### src/adc_flag_pkg.sv
package adc_flag_pkg;
  localparam int NUM_CHANNELS  = 8;
  localparam int RESULT_WIDTH  = 10;
  localparam int ADDR_WIDTH    = 8;
  localparam int DATA_WIDTH    = 32;

  // Register offsets
  localparam logic [7:0] OFS_CONTROL   = 8'h00;
  localparam logic [7:0] OFS_MODE      = 8'h04;
  localparam logic [7:0] OFS_CH_ENABLE = 8'h10;
  localparam logic [7:0] OFS_CH_DISABLE = 8'h14;
  localparam logic [7:0] OFS_CH_STATUS = 8'h18;
  localparam logic [7:0] OFS_STATUS    = 8'h1C;
  localparam logic [7:0] OFS_LAST      = 8'h20;
  localparam logic [7:0] OFS_INT_MASK  = 8'h2C;
  localparam logic [7:0] OFS_INT_STAT  = 8'h30;
  localparam logic [7:0] OFS_CH_BASE   = 8'h40;

  // Field positions
  localparam int CTRL_START_BIT  = 1;
  localparam int MODE_SLEEP_BIT  = 5;
  localparam int ST_OVR_LSB      = 8;
  localparam int ST_READY_BIT    = 16;
  localparam int ST_GOVR_BIT     = 17;
  localparam int LAST_CH_LSB     = 12;

  // Interrupt status bits
  localparam int IRQ_READY = 0;
  localparam int IRQ_GOVR  = 1;
  localparam int IRQ_OVR   = 2;
  localparam int IRQ_WIDTH = 3;

  // Reset values
  localparam logic [31:0] MODE_RESET = 32'h0000_0000;
  localparam logic [7:0]  EN_RESET   = 8'h00;

  typedef enum logic [1:0] {
    PWR_IDLE  = 2'b00,
    PWR_CONV  = 2'b01,
    PWR_SLEEP = 2'b10
  } power_state_type;
endpackage : adc_flag_pkg

### src/conv_event_if.sv
`timescale 1ns/1ps
interface conv_event_if
  import adc_flag_pkg::*;
();
  logic                      eoc_pulse;
  logic [2:0]                eoc_channel;
  logic [RESULT_WIDTH-1:0]   eoc_data;

  modport src (output eoc_pulse, output eoc_channel, output eoc_data);
  modport dst (input eoc_pulse, input eoc_channel, input eoc_data);
endinterface : conv_event_if

### src/adc_power_ctrl.sv
`timescale 1ns/1ps
module adc_power_ctrl
  import adc_flag_pkg::*;
(
  input  wire logic clk_sys,
  input  wire logic rst_n,
  input  wire logic sleep_sel,
  input  wire logic start_req,
  input  wire logic conv_done,
  output logic      core_powered,
  output logic      conv_start,
  output logic      asleep
);
  power_state_type state_r;

  always_ff @(posedge clk_sys or negedge rst_n) begin
    if (!rst_n) begin
      state_r <= PWR_IDLE;
    end else begin
      unique case (state_r)
        PWR_IDLE: begin
          if (start_req)
            state_r <= PWR_CONV;
          else if (sleep_sel)
            state_r <= PWR_SLEEP;
        end
        PWR_CONV: begin
          if (conv_done)
            state_r <= sleep_sel ? PWR_SLEEP : PWR_IDLE;
        end
        PWR_SLEEP: begin
          if (start_req)
            state_r <= PWR_CONV;
          else if (!sleep_sel)
            state_r <= PWR_IDLE;
        end
        default: state_r <= PWR_IDLE;
      endcase
    end
  end

  assign core_powered = (state_r != PWR_SLEEP);
  assign asleep       = (state_r == PWR_SLEEP);
  assign conv_start   = start_req && (state_r != PWR_CONV);
endmodule : adc_power_ctrl

### src/adc_result_store.sv
`timescale 1ns/1ps
module adc_result_store
  import adc_flag_pkg::*;
(
  input  wire logic                    clk_sys,
  input  wire logic                    rst_n,
  conv_event_if.dst                    evt,
  input  wire logic                    store_en,
  input  wire logic [2:0]              rd_channel,
  output logic [RESULT_WIDTH-1:0]      ch_value,
  output logic [RESULT_WIDTH-1:0]      last_value,
  output logic [2:0]                   last_channel
);
  logic [RESULT_WIDTH-1:0] channel_result_register [NUM_CHANNELS];
  logic [RESULT_WIDTH-1:0] latest_result_reg;
  logic [2:0]              last_ch_r;

  always_ff @(posedge clk_sys or negedge rst_n) begin
    if (!rst_n) begin
      for (int i = 0; i < NUM_CHANNELS; i++)
        channel_result_register[i] <= '0;
      latest_result_reg <= '0;
      last_ch_r         <= '0;
    end else if (evt.eoc_pulse && store_en) begin
      channel_result_register[evt.eoc_channel] <= evt.eoc_data;
      latest_result_reg                        <= evt.eoc_data;
      last_ch_r                                <= evt.eoc_channel;
    end
  end

  assign ch_value     = channel_result_register[rd_channel];
  assign last_value   = latest_result_reg;
  assign last_channel = last_ch_r;
endmodule : adc_result_store

### src/adc_result_flag_logic.sv
// Added by the designer: the strobed register port and the register addresses.
`timescale 1ns/1ps
module adc_result_flag_logic
  import adc_flag_pkg::*;
(
  input  wire logic                   clk_sys,
  input  wire logic                   rst_n,
  input  wire logic [ADDR_WIDTH-1:0]  addr,
  input  wire logic [DATA_WIDTH-1:0]  wdata,
  input  wire logic                   wr_stb,
  input  wire logic                   rd_stb,
  output logic      [DATA_WIDTH-1:0]  rdata,
  input  wire logic                   eoc_pulse,
  input  wire logic [2:0]             eoc_channel,
  input  wire logic [RESULT_WIDTH-1:0] eoc_data,
  output logic                        conv_start,
  output logic                        core_powered,
  output logic                        irq
);
  conv_event_if evt ();

  logic [NUM_CHANNELS-1:0] ch_en_r;
  logic [NUM_CHANNELS-1:0] eoc_flag_r;
  logic [NUM_CHANNELS-1:0] channel_overrun_flag;
  logic                    result_ready_flag;
  logic                    general_overrun_flag;
  logic                    sleep_r;
  logic [IRQ_WIDTH-1:0]    irq_stat_r;
  logic [IRQ_WIDTH-1:0]    irq_mask_r;
  logic [DATA_WIDTH-1:0]   rdata_r;
  logic [DATA_WIDTH-1:0]   rdata_nxt;
  logic [RESULT_WIDTH-1:0] ch_value;
  logic [RESULT_WIDTH-1:0] last_value;
  logic [2:0]              last_channel;
  logic                    asleep;

  function automatic logic is_channel_addr(input logic [ADDR_WIDTH-1:0] a);
    return (a >= OFS_CH_BASE) && (a < OFS_CH_BASE + 8'(4 * NUM_CHANNELS)) && (a[1:0] == 2'b00);
  endfunction : is_channel_addr

  function automatic logic [2:0] channel_of(input logic [ADDR_WIDTH-1:0] a);
    logic [ADDR_WIDTH-1:0] d;
    d = a - OFS_CH_BASE;
    return d[4:2];
  endfunction : channel_of

  assign evt.eoc_pulse   = eoc_pulse;
  assign evt.eoc_channel = eoc_channel;
  assign evt.eoc_data    = eoc_data;

  // Access decode
  logic                    rd_last;
  logic                    rd_status;
  logic                    rd_chan;
  logic [2:0]              rd_ch_idx;
  logic                    wr_disable;
  logic                    wr_enable;
  logic [NUM_CHANNELS-1:0] dis_mask;
  logic [NUM_CHANNELS-1:0] en_mask;
  logic                    eoc_valid;
  logic [NUM_CHANNELS-1:0] eoc_onehot;
  logic [NUM_CHANNELS-1:0] clr_eoc;
  logic                    new_govr;
  logic [NUM_CHANNELS-1:0] new_ovr;

  assign rd_last    = rd_stb && (addr == OFS_LAST);
  assign rd_status  = rd_stb && (addr == OFS_STATUS);
  assign rd_chan    = rd_stb && is_channel_addr(addr);
  assign rd_ch_idx  = channel_of(addr);
  assign wr_disable = wr_stb && (addr == OFS_CH_DISABLE);
  assign wr_enable  = wr_stb && (addr == OFS_CH_ENABLE);
  assign dis_mask   = wr_disable ? wdata[NUM_CHANNELS-1:0] : '0;
  assign en_mask    = wr_enable ? wdata[NUM_CHANNELS-1:0] : '0;

  // Result stored only for a channel enabled when its conversion ends
  assign eoc_valid  = eoc_pulse && ch_en_r[eoc_channel] && !dis_mask[eoc_channel];
  assign eoc_onehot = eoc_valid ? (NUM_CHANNELS'(1) << eoc_channel) : '0;

  // Clear only the channel actually addressed, or all on last-result read
  always_comb begin
    clr_eoc = '0;
    if (rd_last)
      clr_eoc = '1;
    else if (rd_chan)
      clr_eoc[rd_ch_idx] = 1'b1;
  end

  assign new_govr = eoc_valid && result_ready_flag;
  assign new_ovr  = eoc_onehot & eoc_flag_r;

  adc_result_store u_store (
    .clk_sys      (clk_sys),
    .rst_n        (rst_n),
    .evt          (evt.dst),
    .store_en     (eoc_valid),
    .rd_channel   (rd_ch_idx),
    .ch_value     (ch_value),
    .last_value   (last_value),
    .last_channel (last_channel)
  );

  adc_power_ctrl u_power (
    .clk_sys      (clk_sys),
    .rst_n        (rst_n),
    .sleep_sel    (sleep_r),
    .start_req    (wr_stb && (addr == OFS_CONTROL) && wdata[CTRL_START_BIT]),
    .conv_done    (eoc_pulse),
    .core_powered (core_powered),
    .conv_start   (conv_start),
    .asleep       (asleep)
  );

  // Channel enables
  always_ff @(posedge clk_sys or negedge rst_n) begin
    if (!rst_n)
      ch_en_r <= EN_RESET;
    else
      ch_en_r <= (ch_en_r | en_mask) & ~dis_mask;
  end

  // Mode register
  always_ff @(posedge clk_sys or negedge rst_n) begin
    if (!rst_n)
      sleep_r <= MODE_RESET[MODE_SLEEP_BIT];
    else if (wr_stb && (addr == OFS_MODE))
      sleep_r <= wdata[MODE_SLEEP_BIT];
  end

  // End-of-conversion flags: set wins over clear, disable drops the flag
  always_ff @(posedge clk_sys or negedge rst_n) begin
    if (!rst_n)
      eoc_flag_r <= '0;
    else
      eoc_flag_r <= ((eoc_flag_r & ~clr_eoc) | eoc_onehot) & ~dis_mask;
  end

  // Result-ready: set on stored end, cleared only by last-result read
  always_ff @(posedge clk_sys or negedge rst_n) begin
    if (!rst_n)
      result_ready_flag <= 1'b0;
    else if (eoc_valid)
      result_ready_flag <= 1'b1;
    else if (rd_last)
      result_ready_flag <= 1'b0;
  end

  // Channel overrun: status read clears, new overrun sets
  always_ff @(posedge clk_sys or negedge rst_n) begin
    if (!rst_n)
      channel_overrun_flag <= '0;
    else if (rd_status)
      channel_overrun_flag <= new_ovr;
    else
      channel_overrun_flag <= channel_overrun_flag | new_ovr;
  end

  // General overrun: new overrun wins over status-read clear
  always_ff @(posedge clk_sys or negedge rst_n) begin
    if (!rst_n)
      general_overrun_flag <= 1'b0;
    else if (new_govr)
      general_overrun_flag <= 1'b1;
    else if (rd_status)
      general_overrun_flag <= 1'b0;
  end

  // Interrupt status, write one to clear, set wins
  logic [IRQ_WIDTH-1:0] irq_evt;
  logic [IRQ_WIDTH-1:0] irq_clr;
  assign irq_evt = {|new_ovr, new_govr, eoc_valid};
  assign irq_clr = (wr_stb && (addr == OFS_INT_STAT)) ? wdata[IRQ_WIDTH-1:0] : '0;

  always_ff @(posedge clk_sys or negedge rst_n) begin
    if (!rst_n)
      irq_stat_r <= '0;
    else
      irq_stat_r <= (irq_stat_r & ~irq_clr) | irq_evt;
  end

  always_ff @(posedge clk_sys or negedge rst_n) begin
    if (!rst_n)
      irq_mask_r <= '0;
    else if (wr_stb && (addr == OFS_INT_MASK))
      irq_mask_r <= wdata[IRQ_WIDTH-1:0];
  end

  assign irq = |(irq_stat_r & irq_mask_r);

  // Read mux
  always_comb begin
    rdata_nxt = '0;
    if (rd_chan) begin
      rdata_nxt[RESULT_WIDTH-1:0] = ch_value;
    end else begin
      unique case (addr)
        OFS_MODE:      rdata_nxt[MODE_SLEEP_BIT] = sleep_r;
        OFS_CH_STATUS: rdata_nxt[NUM_CHANNELS-1:0] = ch_en_r;
        OFS_STATUS: begin
          rdata_nxt[NUM_CHANNELS-1:0]                   = eoc_flag_r;
          rdata_nxt[ST_OVR_LSB +: NUM_CHANNELS]          = channel_overrun_flag;
          rdata_nxt[ST_READY_BIT]                        = result_ready_flag;
          rdata_nxt[ST_GOVR_BIT]                         = general_overrun_flag;
          rdata_nxt[ST_GOVR_BIT+1]                       = asleep;
        end
        OFS_LAST: begin
          rdata_nxt[RESULT_WIDTH-1:0]    = last_value;
          rdata_nxt[LAST_CH_LSB +: 3]    = last_channel;
        end
        OFS_INT_MASK:  rdata_nxt[IRQ_WIDTH-1:0] = irq_mask_r;
        OFS_INT_STAT:  rdata_nxt[IRQ_WIDTH-1:0] = irq_stat_r;
        default:       rdata_nxt = '0;
      endcase
    end
  end

  always_ff @(posedge clk_sys or negedge rst_n) begin
    if (!rst_n)
      rdata_r <= '0;
    else if (rd_stb)
      rdata_r <= rdata_nxt;
    else
      rdata_r <= '0;
  end

  assign rdata = rdata_r;
endmodule : adc_result_flag_logic

### config.mk
export PLATFORM = sky130hd
export DESIGN_NAME = adc_result_flag_logic
export DESIGN_NICKNAME = d
export VERILOG_FILES = /design/src/adc_flag_pkg.sv /design/src/conv_event_if.sv /design/src/adc_power_ctrl.sv /design/src/adc_result_store.sv /design/src/adc_result_flag_logic.sv
export SDC_FILE = /design/constraint.sdc
export NUM_CORES = 1
export LEC_CHECK = 0
export BUFFER_PORTS_ARGS = -buffer_cell sky130_fd_sc_hd__buf_2
export CORE_MARGIN = 1
export CORE_UTILIZATION = 50
export DETAILED_ROUTE_END_ITERATION = 16
export PLACE_DENSITY = 0.71
export SYNTH_ARGS = -nofsm -noshare
export SYNTH_HDL_FRONTEND = slang
export SYNTH_HIERARCHICAL = 1
export SYNTH_SLANG_ARGS = --single-unit
export TNS_END_PERCENT = 20
### constraint.sdc
create_clock -name clk_sys -period 5.3 [get_ports clk_sys]
set_clock_uncertainty 0.15 [all_clocks]
set_input_delay 0.265 -clock clk_sys [delete_from_list [all_inputs] [get_ports clk_sys]]
set_output_delay 0.265 -clock clk_sys [all_outputs]
set_load 0.01 [all_outputs]
* Word-level counts from Yosys, hierarchy flattened
Cells that the tools add are included.
Cells by class: add/sub/neg operators 1, multipliers 0, div/mod/pow operators 0, order comparisons 8, equality and inequality tests 15, shifts and indexed selects 1, muxes and demuxes 41, bitwise operators 15, reductions and logical operators 28
Operator list (number):
- $bwmux W80 | 1
- $mux W8 | 6
- $mux W10 | 4
- $and A8 B8 Y8 | 4
- $eq A8 B5 Y1 const B | 4
- $mux W32 | 1
- $bmux W10 S3 | 1
- $demux W10 S3 | 1
- $eq A8 B6 Y1 const B | 3
- $or A8 B8 Y8 | 3
- $logic_and A1 B1 Y1 | 19
- $pmux W2 S3 | 3
- $not A8 Y8 | 2
- $pmux W3 S5 | 1
- $mux W2 | 7
- $mux W9 | 1
- $eq A8 B3 Y1 const B | 1
- $ge A4 B4 Y1 const B | 2
- $ge A8 B7 Y1 const B | 1
- $logic_not A8 Y1 | 1
- $lt A3 B4 Y1 const B | 2
- $lt A8 B7 Y1 const B | 1
- $not A3 Y4 | 2
- $reduce_or A8 Y1 | 1
- 25 further kinds | 37
Word-level totals: flip-flop bits (word level) 160, latch bits 0, bits in writable memories 0, memory bits (read-only) 0, input bits 58, output and inout bits 35, word-level logic and storage cells 129, memories kept 0

* Logic depth before layout (Yosys ltp)
Gate-level depths: netlist of the first run.
depth in word-level cells 11, mapped depth 8, mapped depth without buffers 6

* Modules after synthesis
The synthesis of the first run kept the hierarchy.
Modules (own cells, without submodules):
- adc_result_store | instances 1, cells each 238, area each 4130.2 µm², seq. area each 2327.2 µm²
- adc_result_flag_logic | instances 1, cells each 265, area each 2892.8 µm², seq. area each 1301.2 µm²
- adc_power_ctrl | instances 1, cells each 11, area each 98.8 µm², seq. area each 50.0 µm²

* Worst setup path before layout of the first run
No wires, ideal clock.
path kind input to register, start in eoc_channel[2], end reg u_store/channel_result_register[20] in the netlist's numbering, setup time 0.125 ns, arrival 2.723 ns, setup slack 2.303 ns, stages 7, buffers on the path 1, path through buf_6 mux2_4 mux4_2 a211oi_4 nand2_2 nor3_2 mux2_2
Between the ends: elaborated cells on any way between the ends 15
RTL lines:
- start: declaration | line adc_result_flag_logic.sv:14 | input wire logic [2:0] eoc_channel,
- $bmux W1 S3 | line adc_result_flag_logic.sv:76 | assign eoc_valid = eoc_pulse && ch_en_r[eoc_channel] && !dis_mask[eoc_channel];
- $mux W1 (implied by the code) | line adc_result_flag_logic.sv:76
- $logic_and A1 B1 Y1 or $logic_not A1 Y1 (tied branches) | line adc_result_flag_logic.sv:76
- $logic_and A1 B1 Y1 (*) | line adc_result_flag_logic.sv:76
- net eoc_valid | line adc_result_flag_logic.sv:60 | logic eoc_valid;
- $logic_and A1 B1 Y1 (*) | line adc_result_store.sv:24 | end else if (evt.eoc_pulse && store_en) begin
- end signal: indexed assignment | line adc_result_store.sv:25 | channel_result_register[evt.eoc_channel] <= evt.eoc_data;
- end: declaration | line adc_result_store.sv:14 | logic [RESULT_WIDTH-1:0] channel_result_register [NUM_CHANNELS];
Mark *: on every way through the listed nets, which the timed path passes. The rest lies on a longest branch. The select of a mux whose other input is x is not followed. A chain may end at the register's enable or synchronous reset.

* Final worst setup path of the first run
start in wdata[5], end reg u_store/channel_result_register[20] in the netlist's numbering
Between the ends: longest elaborated chain between the ends 6
Ends and longest elaborated chain:
- start: declaration | line adc_result_flag_logic.sv:9 | input wire logic [DATA_WIDTH-1:0] wdata,
- $mux W8 | line adc_result_flag_logic.sv:72 | assign dis_mask = wr_disable ? wdata[NUM_CHANNELS-1:0] : '0;
- $bmux W1 S3 | line adc_result_flag_logic.sv:76
- $mux W1 (implied by the code) | line adc_result_flag_logic.sv:76
- $logic_not A1 Y1 | line adc_result_flag_logic.sv:76
- $logic_and A1 B1 Y1 | line adc_result_flag_logic.sv:76
- net eoc_valid | line adc_result_flag_logic.sv:60
- $logic_and A1 B1 Y1 | line adc_result_store.sv:24
The timed path passes the listed nets, and every way through them passes these cells. The select of a mux whose other input is x is not followed.

==> flow_metrics.tcl, run 1 <==
set metrics [dict create \
    synth_cells 514 \
    cts_resized 0 \
    cts-root-buf "clkbuf_16" \
    finalCritPeriodShare 0.717 \
    grt_pass1_wl_um 26700 \
    fin_nets 634 \
    drtIter0Drc 428 \
    die-width_um 121 \
    finalSetupViolCount 0 \
    hpwl_um 11100 \
    drive_above_1_share 0.416 \
    numCtsBuffers 17 \
    synth_area_um2 7120 \
    ys_types 57 \
    worst_pin_slew_ps 833 \
    min_path_type "input port to register" \
    port_buffers 55 \
    rows 43 \
    diodes 0 \
    drtAntennaViolNets 0 \
    slowest_delay_ps 560 \
    drc 0 \
    async_reset_ff_frac 1.00 \
    crit_chain "dlygate4sd3_1, buf_2, mux2_1, mux4_2, a211oi_4, nand2_2, buf_4, nor3_2, buf_4, mux2_2" \
    cp_slowest_cell "nor3_2" \
    arrival_ps 3960 \
    wire_per_inst_um 21.7 \
    detail_route.vias_per_cell 6.01 \
    peakVddDrop_v 0.000225 \
    grtUsageTotal 0.249 \
    period_needed_ps 3800 \
    slew_headroom 0.445 \
    synth.avg_cell_area_um2 13.9 \
    cts_setup_buffers 0 \
    worstPathMaxFanout 11 \
    ios 93 \
    via_count 4613 \
    first_pass_iters 6 \
    p_leak_nw 3.89 \
    grt_pass1_vias 4775 \
    hold_viol_final 0 \
    pwr_density_cell_nw_per_um2 318 \
    globalRoute.totalOverflow 0 \
    area_growth_pct 13.8 \
    yosys-top-cells-area "dfrtp_1, mux2_2, mux4_2" \
    setup-tns-final_ps 0 \
    fin_total_pwr_mw 2.57 \
    synth_most_common_cell "dfrtp_1" \
    synth_top_area_frac 0.517 \
    ys_warn_count 6 \
    status "complete, no violations" \
    grt_max_degree 91 \
    required_ps 5450 \
    start_util 0.513 \
    cts.sinks 147 \
    synth-main-ff-cell "dfrtp_1" \
    ys_seq_area_frac 0.517 \
    critPathLaunchType "input port" \
    worstSkewPairLatency_ps 420 \
    cts_tree "done" \
    synth-seq-cells 147 \
    synth_edf_count 0 \
    maxCapViolations 0 \
    yosys-top-cells-count "dfrtp_1, mux2_2, mux4_2, a21oi_1" \
    wl_um 16700 \
    gp_congestion 0.889 \
    crit_top_cell "buf_4" \
    fmax_ghz 0.263 \
    cts_hold_buffers 7 \
    die-area_um2 14700 \
    path_class "input port to register" \
    coreArea_um2 13900 \
    cp-end-kind "register" \
    drv_slew 0 \
    clock_tree.buffer_depth 2 \
    clk_pin_slew_ps 60 \
    antenna_found_initial 0 \
    rsz0062_at_grt "false" \
    htree_levels 4 \
    fp.dieH_um 121 \
    yosysTopAreaCell "dfrtp_1" \
]
[cell type report]
type | instances | area (µm²)
clock buffers | 22 | 464
clock inverters | 8 | 80.1
fillers | 1099 | 5770
inverters | 5 | 18.8
multi-input cells | 337 | 3240
flip-flops and latches | 147 | 3680
well taps | 180 | 225
repair buffers | 68 | 399
[placed cells by master, fill, tap and decap left out, types with 6 or more instances in the layout]
cell	count
nor2_1	6
conb_1	13
a22oi_1	10
a32o_1	10
clkbuf_16	17
buf_2	54
nand3_1	9
dfrtp_1	147
nand4_1	6
a21oi_1	22
and3_1	12
mux2_2	101
mux4_2	25
nand2b_1	8
nand2_1	16
dlygate4sd3_1	8
a222oi_1	8
mux2_4	12
[stage by stage]
| stage | setup WS (ps) | area (µm²) | utilization | hold slack, ps | std cells |
|---|---|---|---|---|---|
| 3_5_place_dp | 1390 | 7480 | 0.539 | 252 | 729 |
| 6_report | 1500 | 8110 | 0.584 | 39.5 | 767 |
| 5_1_grt | 1350 | 8110 | 0.584 | 17.5 | 767 |
| 2_1_floorplan | 2300 | 7170 | - | -181 | 526 |
| 3_3_place_gp | 1510 | 7480 | 0.539 | 233 | 729 |
| 4_1_cts | 1500 | 8100 | 0.583 | 0.784 | 766 |
[state kept, by name (all words and copies together) (netlist names), 2 cells and up]
| name | flops |
|---|---|
| irq_mask_r | 3 |
| u_store/last_value | 10 |
| u_power/state_r | 2 |
| irq_stat_r | 3 |
| u_store/channel_result_register | 80 |
| ch_en_r | 8 |
| u_store/last_channel | 3 |
| eoc_flag_r | 8 |
| channel_overrun_flag | 8 |
| rdata | 19 |
[critical path: cells and delay by family]
kind | cells | cell delay (ps)
buffers and inverters | 4 | 1260
muxes | 3 | 1170
and+or+nand+nor | 2 | 810
AOI/OAI and AO/OA | 1 | 460
[cell families after synthesis]
group,count (synthesis),share of synthesized area
DFF,147,0.517
muxes,140,0.267
and+or+nand+nor,100,0.0914
AOI/OAI and AO/OA,84,0.0898
buffers and inverters,42,0.0348
other,1,0.000527
[report_power, final]
part           internal, mW  switching (mW)
Combinational         0.104           0.120
Sequential             1.19          0.0482
Clock                 0.665           0.449
[metal layers]
| layer | part of all wire | vias to the layer above | global-route usage |
|---|---|---|---|
| met5 | 0 | - | 0 |
| met4 | 0.024 | 0 | 0.0926 |
| met3 | 0.050 | 28 | 0.0573 |
| met2 | 0.49 | 139 | 0.401 |
| met1 | 0.43 | 2382 | 0.329 |
| li1 | - | 2064 | - |
[worst paths after layout]
path	to	depth (start not counted)	start	slack [ps]
min in group asynchronous	rdata[12]$_DFF_PN0_	2	rst_n	350
hold / removal	ch_en_r[1]$_DFF_PN0_	2	wdata[1]	40
max in group asynchronous	eoc_flag_r[6]$_DFF_PN0_	3	rst_n	3400
hold reg to reg	u_store/last_channel[1]$_DFFE_PN0P_	2	u_store/last_channel[1]$_DFFE_PN0P_	340
setup / recovery	u_store/channel_result_register[20]$_DFFE_PN0P_	10	wdata[5]	1500
setup reg to reg	u_store/channel_result_register[20]$_DFFE_PN0P_	8	ch_en_r[0]$_DFF_PN0_	2070
(Power assumes the default switching activity.)
==> run 2, diff against run 1 <==
--- a/config.mk
+++ b/config.mk
@@ -9,7 +9,7 @@
 export CORE_MARGIN = 1
 export CORE_UTILIZATION = 50
 export DETAILED_ROUTE_END_ITERATION = 16
-export PLACE_DENSITY = 0.71
+export PLACE_DENSITY = 0.73
 export SYNTH_ARGS = -nofsm -noshare
 export SYNTH_HDL_FRONTEND = slang
 export SYNTH_HIERARCHICAL = 1
==> constraint.sdc (replaced) <==
create_clock -name clk_sys -period 3.13 [get_ports clk_sys]
set_clock_uncertainty 0.15 [all_clocks]
set_input_delay 0.1565 -clock clk_sys [delete_from_list [all_inputs] [get_ports clk_sys]]
set_output_delay 0.1565 -clock clk_sys [all_outputs]
set_load 0.01 [all_outputs]
==> run 2 against run 1 <==
Sequential power grew 69%. Global-route usage grew 0.30 points. Routed wire length rose by 1.9%. Critical path depth down 1. Critical path type unchanged. Highest routed layer unchanged.
==> flow_metrics.tcl, run 2 (synthesis results as in run 1) <==
set metrics [dict create \
    first_pass_iters 5 \
    required_ps 3290 \
    pwr-share-clk 0.441 \
    clk_pin_slew_ps 60 \
    ios 93 \
    cts_tree "done" \
    htree_levels 4 \
    period_needed_ps 3010 \
    fp.dieH_um 121 \
    worst_pin_slew_ps 678 \
    port_buffers 55 \
    cts-root-buf "clkbuf_16" \
    rows 43 \
    start_util 0.513 \
    area_growth_pct 19.4 \
    grt_max_degree 85 \
    cts_resized 0 \
    grt_pass1_wl_um 27500 \
    hold_viol_final 0 \
    reg2reg_depth 7 \
    intPower_mw 3.41 \
    wire_per_inst_um 21.1 \
    die-area_um2 14700 \
    wl_um 17000 \
    drive_above_1_share 0.426 \
    cts.sinks 147 \
    path_class "input port to register" \
    hold_depth 3 \
    r2r_end "u_store/channel_result_register[53]$_DFFE_PN0P_" \
    grt_pass1_vias 5096 \
    rsz0062_at_grt "false" \
    final_cell_mix "dfrtp_1, mux2_2, buf_2" \
    regMostFlops "u_store/channel_result_register" \
    layout_commonest_cell "dfrtp_1" \
    finalSetupViolCount 0 \
    hold_start "addr[4]" \
    min_path_type "input port to register" \
    worstSkewPairLatency_ps 430 \
    regToRegSetupSlack_ps 570 \
    swShare 0.236 \
    largest_register_ffs 80 \
    p_comb_frac 0.090 \
    drtIter0Drc 375 \
    setup-tns-final_ps 0 \
    via_count 4908 \
    finalCritPeriodShare 0.961 \
    fin_nets 670 \
    status "complete, no violations" \
    drc 0 \
    hold_ws_ps 52.3 \
    die-width_um 121 \
    rr_startpoint "ch_en_r[3]$_DFF_PN0_" \
    slew_headroom 0.544 \
    maxCapViolations 0 \
    drv_slew 0 \
    post-route-util 0.613 \
    detail_route.vias_per_cell 6.10 \
    fmax_ghz 0.332 \
    worstPathMaxFanout 7 \
    pwr-share-seq 0.469 \
    antenna_found_initial 1 \
    cp-end-kind "register" \
    arrival_ps 3170 \
    p_sw_mw 1.05 \
    hpwl_um 11300 \
    critPathLaunchType "input port" \
    critPathLaunch "wdata[5]" \
    clock_tree.buffer_depth 2 \
    globalRoute.totalOverflow 0 \
    drtAntennaViolNets 0 \
    gp_congestion 0.934 \
    coreArea_um2 13900 \
    p_leak_nw 4.09 \
    numCtsBuffers 17 \
    fin_total_pwr_mw 4.47 \
    holdPathEnd "sleep_r$_DFFE_PN0P_" \
    peakVddDrop_v 0.000372 \
    grtUsageTotal 0.252 \
    pwr_density_cell_nw_per_um2 525 \
]
## run 2: cell type report
cell class              instances  area [µm²]
clock buffers                  21         460
clock inverters                10         109
diodes                          1        2.50
flip-flops and latches        147        3680
repair buffers                104         772
well taps                     180         225
fillers                      1083        5370
inverters                       5        18.8
multi-input cells             337        3240
## run 2: metrics by stage
| stage | worst slack [ps] | instances | instance area, µm² |
|---|---|---|---|
| 2_1_floorplan | 241 | 526 | 7170 |
| 3_5_place_dp | 105 | 748 | 7690 |
| 4_1_cts | 128 | 803 | 8500 |
| 6_report | 122 | 805 | 8510 |
| 3_3_place_gp | 120 | 748 | 7690 |
| 5_1_grt | 17.5 | 805 | 8510 |
## run 2: power by group through the flow
stage	Clock, mW	Sequential (mW)	Combinational [mW]
floorplan	0	2.09	0.249
global placement	0	2.12	0.367
detailed placement	0	2.12	0.380
CTS	2.00	2.09	0.404
global route	2.08	2.11	0.441
finish	1.97	2.09	0.404
## run 2: metal layers
| layer | global-route usage | wire length [µm] | up-vias |
|---|---|---|---|
| met5 | 0 | 0 | - |
| met4 | 0.130 | 472 | 0 |
| met3 | 0.0691 | 1020 | 46 |
| met2 | 0.392 | 8420 | 190 |
| met1 | 0.322 | 7050 | 2533 |
| li1 | - | - | 2139 |
## run 2: critical path, stage by stage
cell           delay, ps
dlygate4sd3_1        530
buf_2                170
mux2_1               310
mux4_2               540
a211oi_4             380
nand3_4              160
or3_1                380
buf_4                220
mux2_4               320
## run 2: repair_timing
| item | CTS | global route |
|---|---|---|
| hold buffers | 24 | 0 |
| endpoints found under the setup margin | 0 | 10 |
| hold endpoints to repair | 182 | 0 |
| buffers inserted | 0 | 1 |
## run 2: worst max-delay path by stage
stage,cells after the start,end,slack (ps)
finish,9,u_store/channel_result_register[53]$_DFFE_PN0P_,120
global route,10,u_store/channel_result_register[24]$_DFFE_PN0P_,20
CTS,9,u_store/channel_result_register[53]$_DFFE_PN0P_,130
detailed placement,8,u_store/channel_result_register[53]$_DFFE_PN0P_,110
global placement,8,u_store/channel_result_register[51]$_DFFE_PN0P_,120
floorplan,7,u_store/channel_result_register[20]$_DFFE_PN0P_,240
